==> src/cbc_pkg.sv <==
// package for the core bus control signal block
// assumes one system clock; all pins are plain ports
package cbc_pkg;

  // processor mode field width
  localparam int MODE_W = 5;
  // reset value of the internal mode status (supervisor-like default)
  localparam logic [4:0] MODE_RESET = 5'h13;
  // reset level of all active-low enables (inactive)
  localparam logic INACTIVE_N = 1'b1;

  // coprocessor response as seen on the two response inputs
  typedef struct packed {
    logic absent;
    logic busy;
  } cbc_copro_resp_t;

  // one cycle's worth of core-side status
  typedef struct packed {
    logic       write_cycle;
    logic       comms_cycle;
    logic       cond_fail;
    logic       highz_instr;
    logic [4:0] mode;
  } cbc_core_stat_t;

  // coprocessor handshake outcome presented to the core
  typedef enum logic [1:0] {
    CBC_CP_NONE,
    CBC_CP_DONE,
    CBC_CP_UNDEF
  } cbc_cp_result_t;

endpackage

==> src/cbc_top.sv <==
// core bus control signalling: memory cycle enables, coprocessor handshake,
// interrupt intake, scan high-z select and inverted mode outputs
// assumes sys_clk stands for the memory clock; a high on cycle_wait_n lets a cycle end
//
// How it works
// - cycle advances only when wait input high
// - coprocessor instruction drives copro_instr_n low, waits
// - response inputs pick next coprocessor action
// - write enable low whole write cycle
// - data_drive_en combines enable input with it
// - comms enable low whole comms transfer cycle
// - not_executed high when condition check fails
// - fast interrupt taken when low and enabled
// - normal interrupt lower priority, own enable
// - sync select picks sync or async intake
// - select low synchronises, high bypasses
// - high-z select low during HIGHZ instruction
// - mode output is inverse of mode bits
`timescale 1ns/1ps
`default_nettype none
module cbc_top (
  // clock and reset
  input  wire logic                     sys_clk,
  input  wire logic                     reset_n,
  // memory cycle control pin
  input  wire logic                     cycle_wait_n,
  // core-side status for the cycle being started
  input  wire cbc_pkg::cbc_core_stat_t  core_stat,
  input  wire logic                     copro_start,
  input  wire logic                     fiq_enable,
  input  wire logic                     irq_enable,
  // coprocessor pins
  input  wire logic                     copro_absent,
  input  wire logic                     copro_busy,
  output logic                          copro_instr_n,
  // data bus enables
  input  wire logic                     bus_enable_in_n,
  output logic                          write_enable_out_n,
  output logic                          comms_enable_out_n,
  output logic                          data_drive_en,
  // execute status and mode
  output logic                          not_executed,
  output logic [cbc_pkg::MODE_W-1:0]    proc_mode_inv,
  // interrupt pins and results
  input  wire logic                     fast_irq_req_n,
  input  wire logic                     normal_irq_req_n,
  input  wire logic                     irq_sync_select,
  output logic                          take_fiq,
  output logic                          take_irq,
  // coprocessor result to the core
  output cbc_pkg::cbc_cp_result_t       copro_result,
  // scan chain
  output logic                          scan_hiz_select_n
);

  // external pins cross into sys_clk before use
  logic wait_m_q, wait_s_q;
  logic cpa_m_q, cpa_s_q, cpb_m_q, cpb_s_q;
  logic enin_m_q, enin_s_q;
  // sync select is a pin too; reset picks the safe synchronising path
  logic isel_m_q, isel_s_q;

  always_ff @(posedge sys_clk) begin
    if (!reset_n) begin
      wait_m_q <= 1'b1;
      wait_s_q <= 1'b1;
      cpa_m_q  <= 1'b1;
      cpa_s_q  <= 1'b1;
      cpb_m_q  <= 1'b1;
      cpb_s_q  <= 1'b1;
      enin_m_q <= 1'b1;
      enin_s_q <= 1'b1;
      isel_m_q <= 1'b0;
      isel_s_q <= 1'b0;
    end else begin
      wait_m_q <= cycle_wait_n;
      wait_s_q <= wait_m_q;
      cpa_m_q  <= copro_absent;
      cpa_s_q  <= cpa_m_q;
      cpb_m_q  <= copro_busy;
      cpb_s_q  <= cpb_m_q;
      enin_m_q <= bus_enable_in_n;
      enin_s_q <= enin_m_q;
      isel_m_q <= irq_sync_select;
      isel_s_q <= isel_m_q;
    end
  end

  // cycle boundary: a low wait holds everything but the scan high-z select, data_drive_en and copro_result, a stretched clock just gives no edges
  wire cycle_adv = wait_s_q;

  // coprocessor handshake state
  typedef enum logic [1:0] {CBC_CP_IDLE, CBC_CP_WAIT} cbc_cp_state_t;
  cbc_cp_state_t cp_state_q, cp_state_d;
  cbc_pkg::cbc_cp_result_t cp_result_d;

  wire cbc_pkg::cbc_copro_resp_t resp = '{absent: cpa_s_q, busy: cpb_s_q};

  // next action decided by the response combination
  always_comb begin
    cp_state_d  = cp_state_q;
    cp_result_d = cbc_pkg::CBC_CP_NONE;
    case (cp_state_q)
      CBC_CP_IDLE: begin
        if (cycle_adv && copro_start) begin
          cp_state_d = CBC_CP_WAIT;
        end
      end
      CBC_CP_WAIT: begin
        if (cycle_adv) begin
          if (resp.absent) begin
            cp_state_d  = CBC_CP_IDLE;
            cp_result_d = cbc_pkg::CBC_CP_UNDEF;
          end else if (!resp.busy) begin
            cp_state_d  = CBC_CP_IDLE;
            cp_result_d = cbc_pkg::CBC_CP_DONE;
          end
        end
      end
      default: cp_state_d = CBC_CP_IDLE;
    endcase
  end

  // interrupt intake, synchronised unless select is high
  logic fiq_n_in, irq_n_in;
  cbc_irq_sync u_fiq_sync (
    .sys_clk   (sys_clk),
    .reset_n   (reset_n),
    .bypass    (isel_s_q),
    .req_n     (fast_irq_req_n),
    .req_n_out (fiq_n_in)
  );
  cbc_irq_sync u_irq_sync (
    .sys_clk   (sys_clk),
    .reset_n   (reset_n),
    .bypass    (isel_s_q),
    .req_n     (normal_irq_req_n),
    .req_n_out (irq_n_in)
  );

  // level sensitive; an enabled fast request masks the normal one
  wire fiq_raw = !fiq_n_in && fiq_enable;
  wire irq_raw = !irq_n_in && irq_enable && !fiq_raw;

  // registered cycle outputs update only at a cycle boundary; the scan high-z select and copro_result update on every edge
  logic wen_q, cen_q, not_executed_q, hiz_q, cpi_q, fiq_q, irq_q;
  logic [cbc_pkg::MODE_W-1:0] mode_q;
  cbc_pkg::cbc_cp_result_t cp_result_q;

  always_ff @(posedge sys_clk) begin
    if (!reset_n) begin
      cp_state_q  <= CBC_CP_IDLE;
      cp_result_q <= cbc_pkg::CBC_CP_NONE;
      cpi_q       <= cbc_pkg::INACTIVE_N;
      wen_q       <= cbc_pkg::INACTIVE_N;
      cen_q       <= cbc_pkg::INACTIVE_N;
      not_executed_q     <= 1'b0;
      hiz_q       <= cbc_pkg::INACTIVE_N;
      mode_q      <= ~cbc_pkg::MODE_RESET;
      fiq_q       <= 1'b0;
      irq_q       <= 1'b0;
    end else begin
      cp_state_q  <= cp_state_d;
      cp_result_q <= cp_result_d;
      cpi_q       <= ~(cp_state_d == CBC_CP_WAIT);
      hiz_q       <= ~core_stat.highz_instr;
      if (cycle_adv) begin
        wen_q   <= ~core_stat.write_cycle;
        cen_q   <= ~core_stat.comms_cycle;
        not_executed_q <= core_stat.cond_fail;
        mode_q  <= ~core_stat.mode;
        fiq_q   <= fiq_raw;
        irq_q   <= irq_raw;
      end
    end
  end

  assign copro_instr_n      = cpi_q;
  assign copro_result       = cp_result_q;
  assign write_enable_out_n = wen_q;
  assign comms_enable_out_n = cen_q;
  // drive data only when writing and the system grants the bus
  assign data_drive_en      = !wen_q && !enin_s_q;
  assign not_executed       = not_executed_q;
  assign proc_mode_inv      = mode_q;
  assign scan_hiz_select_n  = hiz_q;
  assign take_fiq           = fiq_q;
  assign take_irq           = irq_q;

  // write enable follows its cause one cycle after an advancing edge
  property p_wen;
    @(posedge sys_clk) disable iff (!reset_n)
      cycle_adv |=> (write_enable_out_n == !$past(core_stat.write_cycle));
  endproperty
  a_wen: assert property (p_wen) else $error("write enable wrong");

  property p_wen_hold;
    @(posedge sys_clk) disable iff (!reset_n)
      !cycle_adv |=> $stable(write_enable_out_n);
  endproperty
  a_wen_hold: assert property (p_wen_hold) else $error("write enable moved in wait");

  property p_cen;
    @(posedge sys_clk) disable iff (!reset_n)
      (cycle_adv && !core_stat.comms_cycle) |=> comms_enable_out_n;
  endproperty
  a_cen: assert property (p_cen) else $error("comms enable low outside cycle");

  property p_cen_low;
    @(posedge sys_clk) disable iff (!reset_n)
      (cycle_adv && core_stat.comms_cycle) |=> !comms_enable_out_n;
  endproperty
  a_cen_low: assert property (p_cen_low) else $error("comms enable not low");

  property p_cpi;
    @(posedge sys_clk) disable iff (!reset_n)
      (cp_state_q == CBC_CP_IDLE && cycle_adv && copro_start) |=> !copro_instr_n;
  endproperty
  a_cpi: assert property (p_cpi) else $error("copro instruction not asserted");

  property p_cp_undef;
    @(posedge sys_clk) disable iff (!reset_n)
      (cp_state_q == CBC_CP_WAIT && cycle_adv && cpa_s_q) |=> (copro_result == cbc_pkg::CBC_CP_UNDEF);
  endproperty
  a_cp_undef: assert property (p_cp_undef) else $error("absent coprocessor not reported");

  property p_prio;
    @(posedge sys_clk) disable iff (!reset_n)
      !(take_fiq && take_irq);
  endproperty
  a_prio: assert property (p_prio) else $error("both interrupts taken");

  property p_mode;
    @(posedge sys_clk) disable iff (!reset_n)
      cycle_adv |=> (proc_mode_inv == ~$past(core_stat.mode));
  endproperty
  a_mode: assert property (p_mode) else $error("mode not inverted");

  property p_hiz;
    @(posedge sys_clk) disable iff (!reset_n)
      core_stat.highz_instr |=> !scan_hiz_select_n;
  endproperty
  a_hiz: assert property (p_hiz) else $error("high-z select not low");

  property p_not_executed;
    @(posedge sys_clk) disable iff (!reset_n)
      (cycle_adv && core_stat.cond_fail) |=> not_executed;
  endproperty
  a_not_executed: assert property (p_not_executed) else $error("not executed missing");

  property p_fiq;
    @(posedge sys_clk) disable iff (!reset_n)
      (isel_s_q && !fast_irq_req_n && fiq_enable && cycle_adv) |=> take_fiq;
  endproperty
  a_fiq: assert property (p_fiq) else $error("fast interrupt not taken");

endmodule
`default_nettype wire

==> src/cbc_irq_sync.sv <==
// interrupt request input stage: two-flop synchroniser with bypass
// assumes the request pins may be asynchronous to sys_clk
`timescale 1ns/1ps
`default_nettype none
module cbc_irq_sync (
  // clock and reset
  input  wire logic sys_clk,
  input  wire logic reset_n,
  // bypass select: high means input is already synchronous
  input  wire logic bypass,
  // raw request pin, active low
  input  wire logic req_n,
  // request as seen by the core, active low
  output logic      req_n_out
);

  logic meta_q;
  logic sync_q;

  // first flop feeds only the second flop
  always_ff @(posedge sys_clk) begin
    if (!reset_n) begin
      meta_q <= 1'b1;
      sync_q <= 1'b1;
    end else begin
      meta_q <= req_n;
      sync_q <= meta_q;
    end
  end

  // bypass trades metastability safety for two cycles less latency
  assign req_n_out = bypass ? req_n : sync_q;

endmodule
`default_nettype wire

==> config.mk <==
export PLATFORM = sky130hd
export DESIGN_NAME = cbc_top
export DESIGN_NICKNAME = d
export VERILOG_FILES = /design/src/cbc_pkg.sv /design/src/cbc_top.sv /design/src/cbc_irq_sync.sv
export SDC_FILE = /design/constraint.sdc
export NUM_CORES = 1
export LEC_CHECK = 0
export CAP_MARGIN = 10
export CORE_MARGIN = 1.5
export CORE_UTILIZATION = 58
export DETAILED_ROUTE_END_ITERATION = 6
export DONT_BUFFER_PORTS = 1
export PLACE_DENSITY = 0.71
export SLEW_MARGIN = 15
export SYNTH_ARGS = -nofsm -noshare
export SYNTH_HDL_FRONTEND = slang
export SYNTH_SLANG_ARGS = --single-unit
export TNS_END_PERCENT = 5
==> constraint.sdc <==
create_clock -name sys_clk -period 1.2 [get_ports sys_clk]
set_input_delay 0.24 -clock sys_clk [delete_from_list [all_inputs] [get_ports sys_clk]]
set_output_delay 0.24 -clock sys_clk [all_outputs]
set_load 0.03 [all_outputs]
# Word-level counts from Yosys, hierarchy flattened
# Index checks and enable logic that the tools add are counted.
[totals] register_bits=30 in_bits=21 out_inout_bits=15 elab_cells=57
[op_classes] eq_ne=2 n_mux=9 n_bitwise=8 reduce_logical=13
[op_table] cell="2-bit two-way mux" count=5
[op_table] cell="1-bit inverter" count=7
[op_table] cell="1-bit logical AND" count=5
[op_table] cell="1-bit zero test" count=5
[op_table] cell="5-bit inverter" count=1
[op_table] cell="2-bit by 1-bit equality test with 1-bit output (second input constant)" count=2
[op_table] cell="2-bit one-hot mux with 2 select lines" count=1
[op_table] cell="4-bit OR reduction" count=1
[op_table] cell="1-bit two-way mux" count=3
[op_table] cell="3-bit AND reduction" count=1
[op_table] cell="2-bit zero test" count=1

# Depth between registers and ports, before layout
[logic_depth] depth_word=6 ltp_mapped=4 ltp_nobuf=3

# By module
# A second synthesis with hierarchy kept.
[hier_totals] cells_unflattened=89 area_unflattened_um2=979.7
[by_module_without_submodules] mod="cbc_top" instances=1 cells_per_inst=79 area_each_um2=844.6 seq_area_each_um2=520.5
[by_module_without_submodules] mod="cbc_irq_sync" instances=2 cells_per_inst=5 area_each_um2=67.6 seq_area_each_um2=40.0

# Worst setup path before layout
# No wires, ideal clock.
[synth_timing] kind="flip-flop to output port" startpoint="reg wen_q (netlist: write_enable_out_n)" endpoint="out data_drive_en" arrival_ps=856 t_required_ps=960 path_slack_ps=104 stages_incl_launch_ff=2 n_path_buf=0 path_cell_list="dfxtp_1 nor2_1"
[synth_between] elab_chain_cells=2
[synth_lines] element="from (decl)" line_no="cbc_top.sv:146" text="logic wen_q, cen_q, not_executed_q, hiz_q, cpi_q, fiq_q, irq_q;"
[synth_lines] element="from (signal assigned)" line_no="cbc_top.sv:155" text="wen_q <= cbc_pkg::INACTIVE_N;"
[synth_lines] element="from (signal assigned)" line_no="cbc_top.sv:168" text="wen_q <= ~core_stat.write_cycle;"
[synth_lines] element="1-bit zero test" line_no="cbc_top.sv:183" text="assign data_drive_en = !wen_q && !enin_s_q;"
[synth_lines] element="1-bit logical AND" line_no="cbc_top.sv:183"
[synth_lines] element="to (decl)" line_no="cbc_top.sv:40" text="output logic data_drive_en,"
# No other way between the ends.

# Final worst setup path
# Ends and elaborated chain as after synthesis.

==> results_dict.tcl <==
set metrics [dict create \
    ys_seq_elements 30 \
    post-place-cells 104 \
    synth_area_um2 974.7 \
    io_buffers 0 \
    dr.first_iter.drc_count 8 \
    startpoint_type "flop" \
    post_cts_buffers 0 \
    hold_path_end "cpa_s_q" \
    crit_chain "nor2_1, buf_4" \
    place.gp.congestion 0.6126 \
    clkTransAtPathRegs_ns 0.08 \
    hold_violations 0 \
    cp_slowest_cell "dfxtp_1" \
    yosys-mux-area-fraction_pct 3.081 \
    cts_tree "yes" \
    final_cell_mix "30 x dfxtp_1, 14 x nand2_1, 13 x nand2b_1" \
    wl_um 1423 \
    fmaxAchievable_ghz 0.8813 \
    path_class "reg2out" \
    core_um2 1541 \
    hp-start "reset_n" \
    cp_max_fo 2 \
    syn_nets 111 \
    synth.top_cell.area_share_pct 61.62 \
    n_fill_cell 127 \
    finalCritPeriodShare_pct 94.56 \
    slew_violations 0 \
    nNetsFinal 120 \
    cts.path.max_buffers 2 \
    timing.hold.ws_ns 0.01616 \
    yosysSeqAreaShare_pct 61.62 \
    reg2reg_slack_ns 0.14 \
    reg2reg_to "proc_mode_inv[2]" \
    diodes 0 \
    row_count 14 \
    ir_drop_uv 970.1 \
    power_density_nw_per_um2 1602 \
    max_cap_viol_count 0 \
    worst-path-buf-inv 1 \
    synthSimpleGateAreaFrac_pct 22.46 \
    grt_pass1_wl_um 2042 \
    firstDrtPassIters 4 \
    fp.dieH_um 44.00 \
    netlist.top_cell.by_area "dfxtp_1" \
    antenna_found_initial 0 \
    period_minus_slack_ns 1.135 \
    drive_gt1_share_pct 10.10 \
    syn_inst 90 \
    hp-class "in2reg" \
    vias 634 \
    synth_compound_area_share_pct 8.087 \
    post_drt_wl_per_cell_um 12.37 \
    area_growth_pct 9.114 \
    synth_top_family_by_area "simple AND/OR/NAND/NOR gates" \
    grt_pass1_vias 505 \
    async_reset_ff_share_pct 0 \
    ioPinCount 36 \
    final_cell_area_um2 1064 \
    setup_tns_ns 0 \
    syn_avg_cell_area_um2 10.83 \
    cp.required_ns 0.96 \
    ys.flop_type "dfxtp_1" \
    endpoint_kind "primary output" \
    worstMarginPinSlew_ns 0.5145 \
    dieArea_um2 1936 \
    dpl_cell_area_um2 978.4 \
    cts_buffers 5 \
    yosysWarningCount 0 \
    cts-root-buf "clkbuf_4" \
    fp.dieW_um 44.00 \
    grt_max_degree 17 \
    setup_viol 0 \
    synth_top_cells_by_area "dfxtp_1 62%, nand2b_1 8.3%, nand2_1 5.4%, mux2i_1 3.1%, o211a_1 3.1%" \
    clock-sinks 30 \
    multi_input_area_um2 331.6 \
    slew_headroom_pct 65.59 \
    synth-edff-count 0 \
    overflow 0 \
    cp_data_arrival_time_ns 0.89 \
    vias_per_cell 5.513 \
    holdBufCountCts 4 \
    cts_max_level 2 \
    status "finished clean" \
    largest_reg_flops 5 \
    rsz0062_at_grt "false" \
    dp.final_hpwl_um 919.2 \
    leakage_uw 0.0004636 \
    cts_resized 0 \
    start_util_pct 63.23 \
    timing.rr.start "cycle_adv" \
    seq_area_um2 600.6 \
    clk_latency_ns 0.31 \
    layoutNonFillerInstCount 115 \
    drc_errors 0 \
    grt_usage_pct 15.44 \
    synthAdderAreaFrac_pct 0 \
    max_stage_delay_ns 0.32 \
    rr_worst_depth 4 \
    critPathTopFamily "flip-flops" \
    hold_depth 1 \
    postRouteAntennaNets 0 \
    layout_commonest_cell "dfxtp_1" \
    clock-skew-final_ns 0.004302 \
    synth.distinct_cells 22 \
    synth_xor_area_share_pct 0 \
]
==> worst reg2reg max path: cells and delay by family, from the launching register on <==
kind	cells	cell delay, ns
buffers and inverters	1	0.25
AND/OR/NAND/NOR	2	0.13
flip-flops	1	0.48
AO/OA/AOI/OAI	1	0.07
==> worst max-delay path by stage <==
stage	slack (ns)	startpoint	endpoint	cells after the start
after floorplan	0.10	write_enable_out_n	data_drive_en	1
after global placement	0.20	cycle_adv	copro_result[0]	3
after detailed placement	0.17	cycle_adv	copro_instr_n	2
after CTS	0.06	write_enable_out_n	data_drive_en	2
after global routing	0.04	write_enable_out_n	data_drive_en	2
final	0.07	write_enable_out_n	data_drive_en	2
==> power by group <==
part	switching, uW	internal (uW)	leakage [uW]
clock network	286	220	0.0000254
registers	64.7	1040	0.000248
logic	40.7	48.8	0.000190
total	392	1310	0.000464
==> synth_stat cells, drive strengths merged, types with 2 or more instances <==
cell and count:
and2 3, buf 5, dfxtp 30, mux2i 3
nand2 14, nand2b 13, nand3b 2, nand4 2
nor2 2, o211a 3, o21ai 5
==> metrics by stage <==
stage | setup slack, ns | utilization, % | power (uW)
finish | 0.06531 | 68.99 | 1704
detailed placement | 0.1719 | 63.47 | 1205
floorplan | 0.1040 | - | 1207
CTS | 0.06056 | 68.99 | 1721
global route | 0.04063 | 68.99 | 1773
global placement | 0.2041 | 63.47 | 1200
==> area by class of cell <==
cell class | count | share of cell area [%]
flip-flops and latches | 30 | 56.47
well taps | 16 | 1.882
multi-input cells | 54 | 31.18
inverters | 1 | 0.3529
repair buffers | 7 | 5.882
clock buffers | 7 | 4.235
==> cells by family (layout without fill, tap and decap cells) <==
| group | count (synthesis) | after routing |
|---|---|---|
| buffers and inverters | 6 | 15 |
| DFF | 30 | 30 |
| AOI/OAI and AO/OA | 11 | 11 |
| other | 1 | 1 |
| muxes | 3 | 3 |
| and+or+nand+nor | 39 | 39 |
==> layer usage <==
metal | GRT usage, % | wire [um] | up-vias
li1 | - | - | 315
met1 | 15.83 | 597 | 279
met2 | 23.82 | 615 | 35
met3 | 8.333 | 179 | 5
met4 | 10.91 | 31 | 0
met5 | 0 | 0 | -
Note: power is estimated with default switching activity, not from simulation.
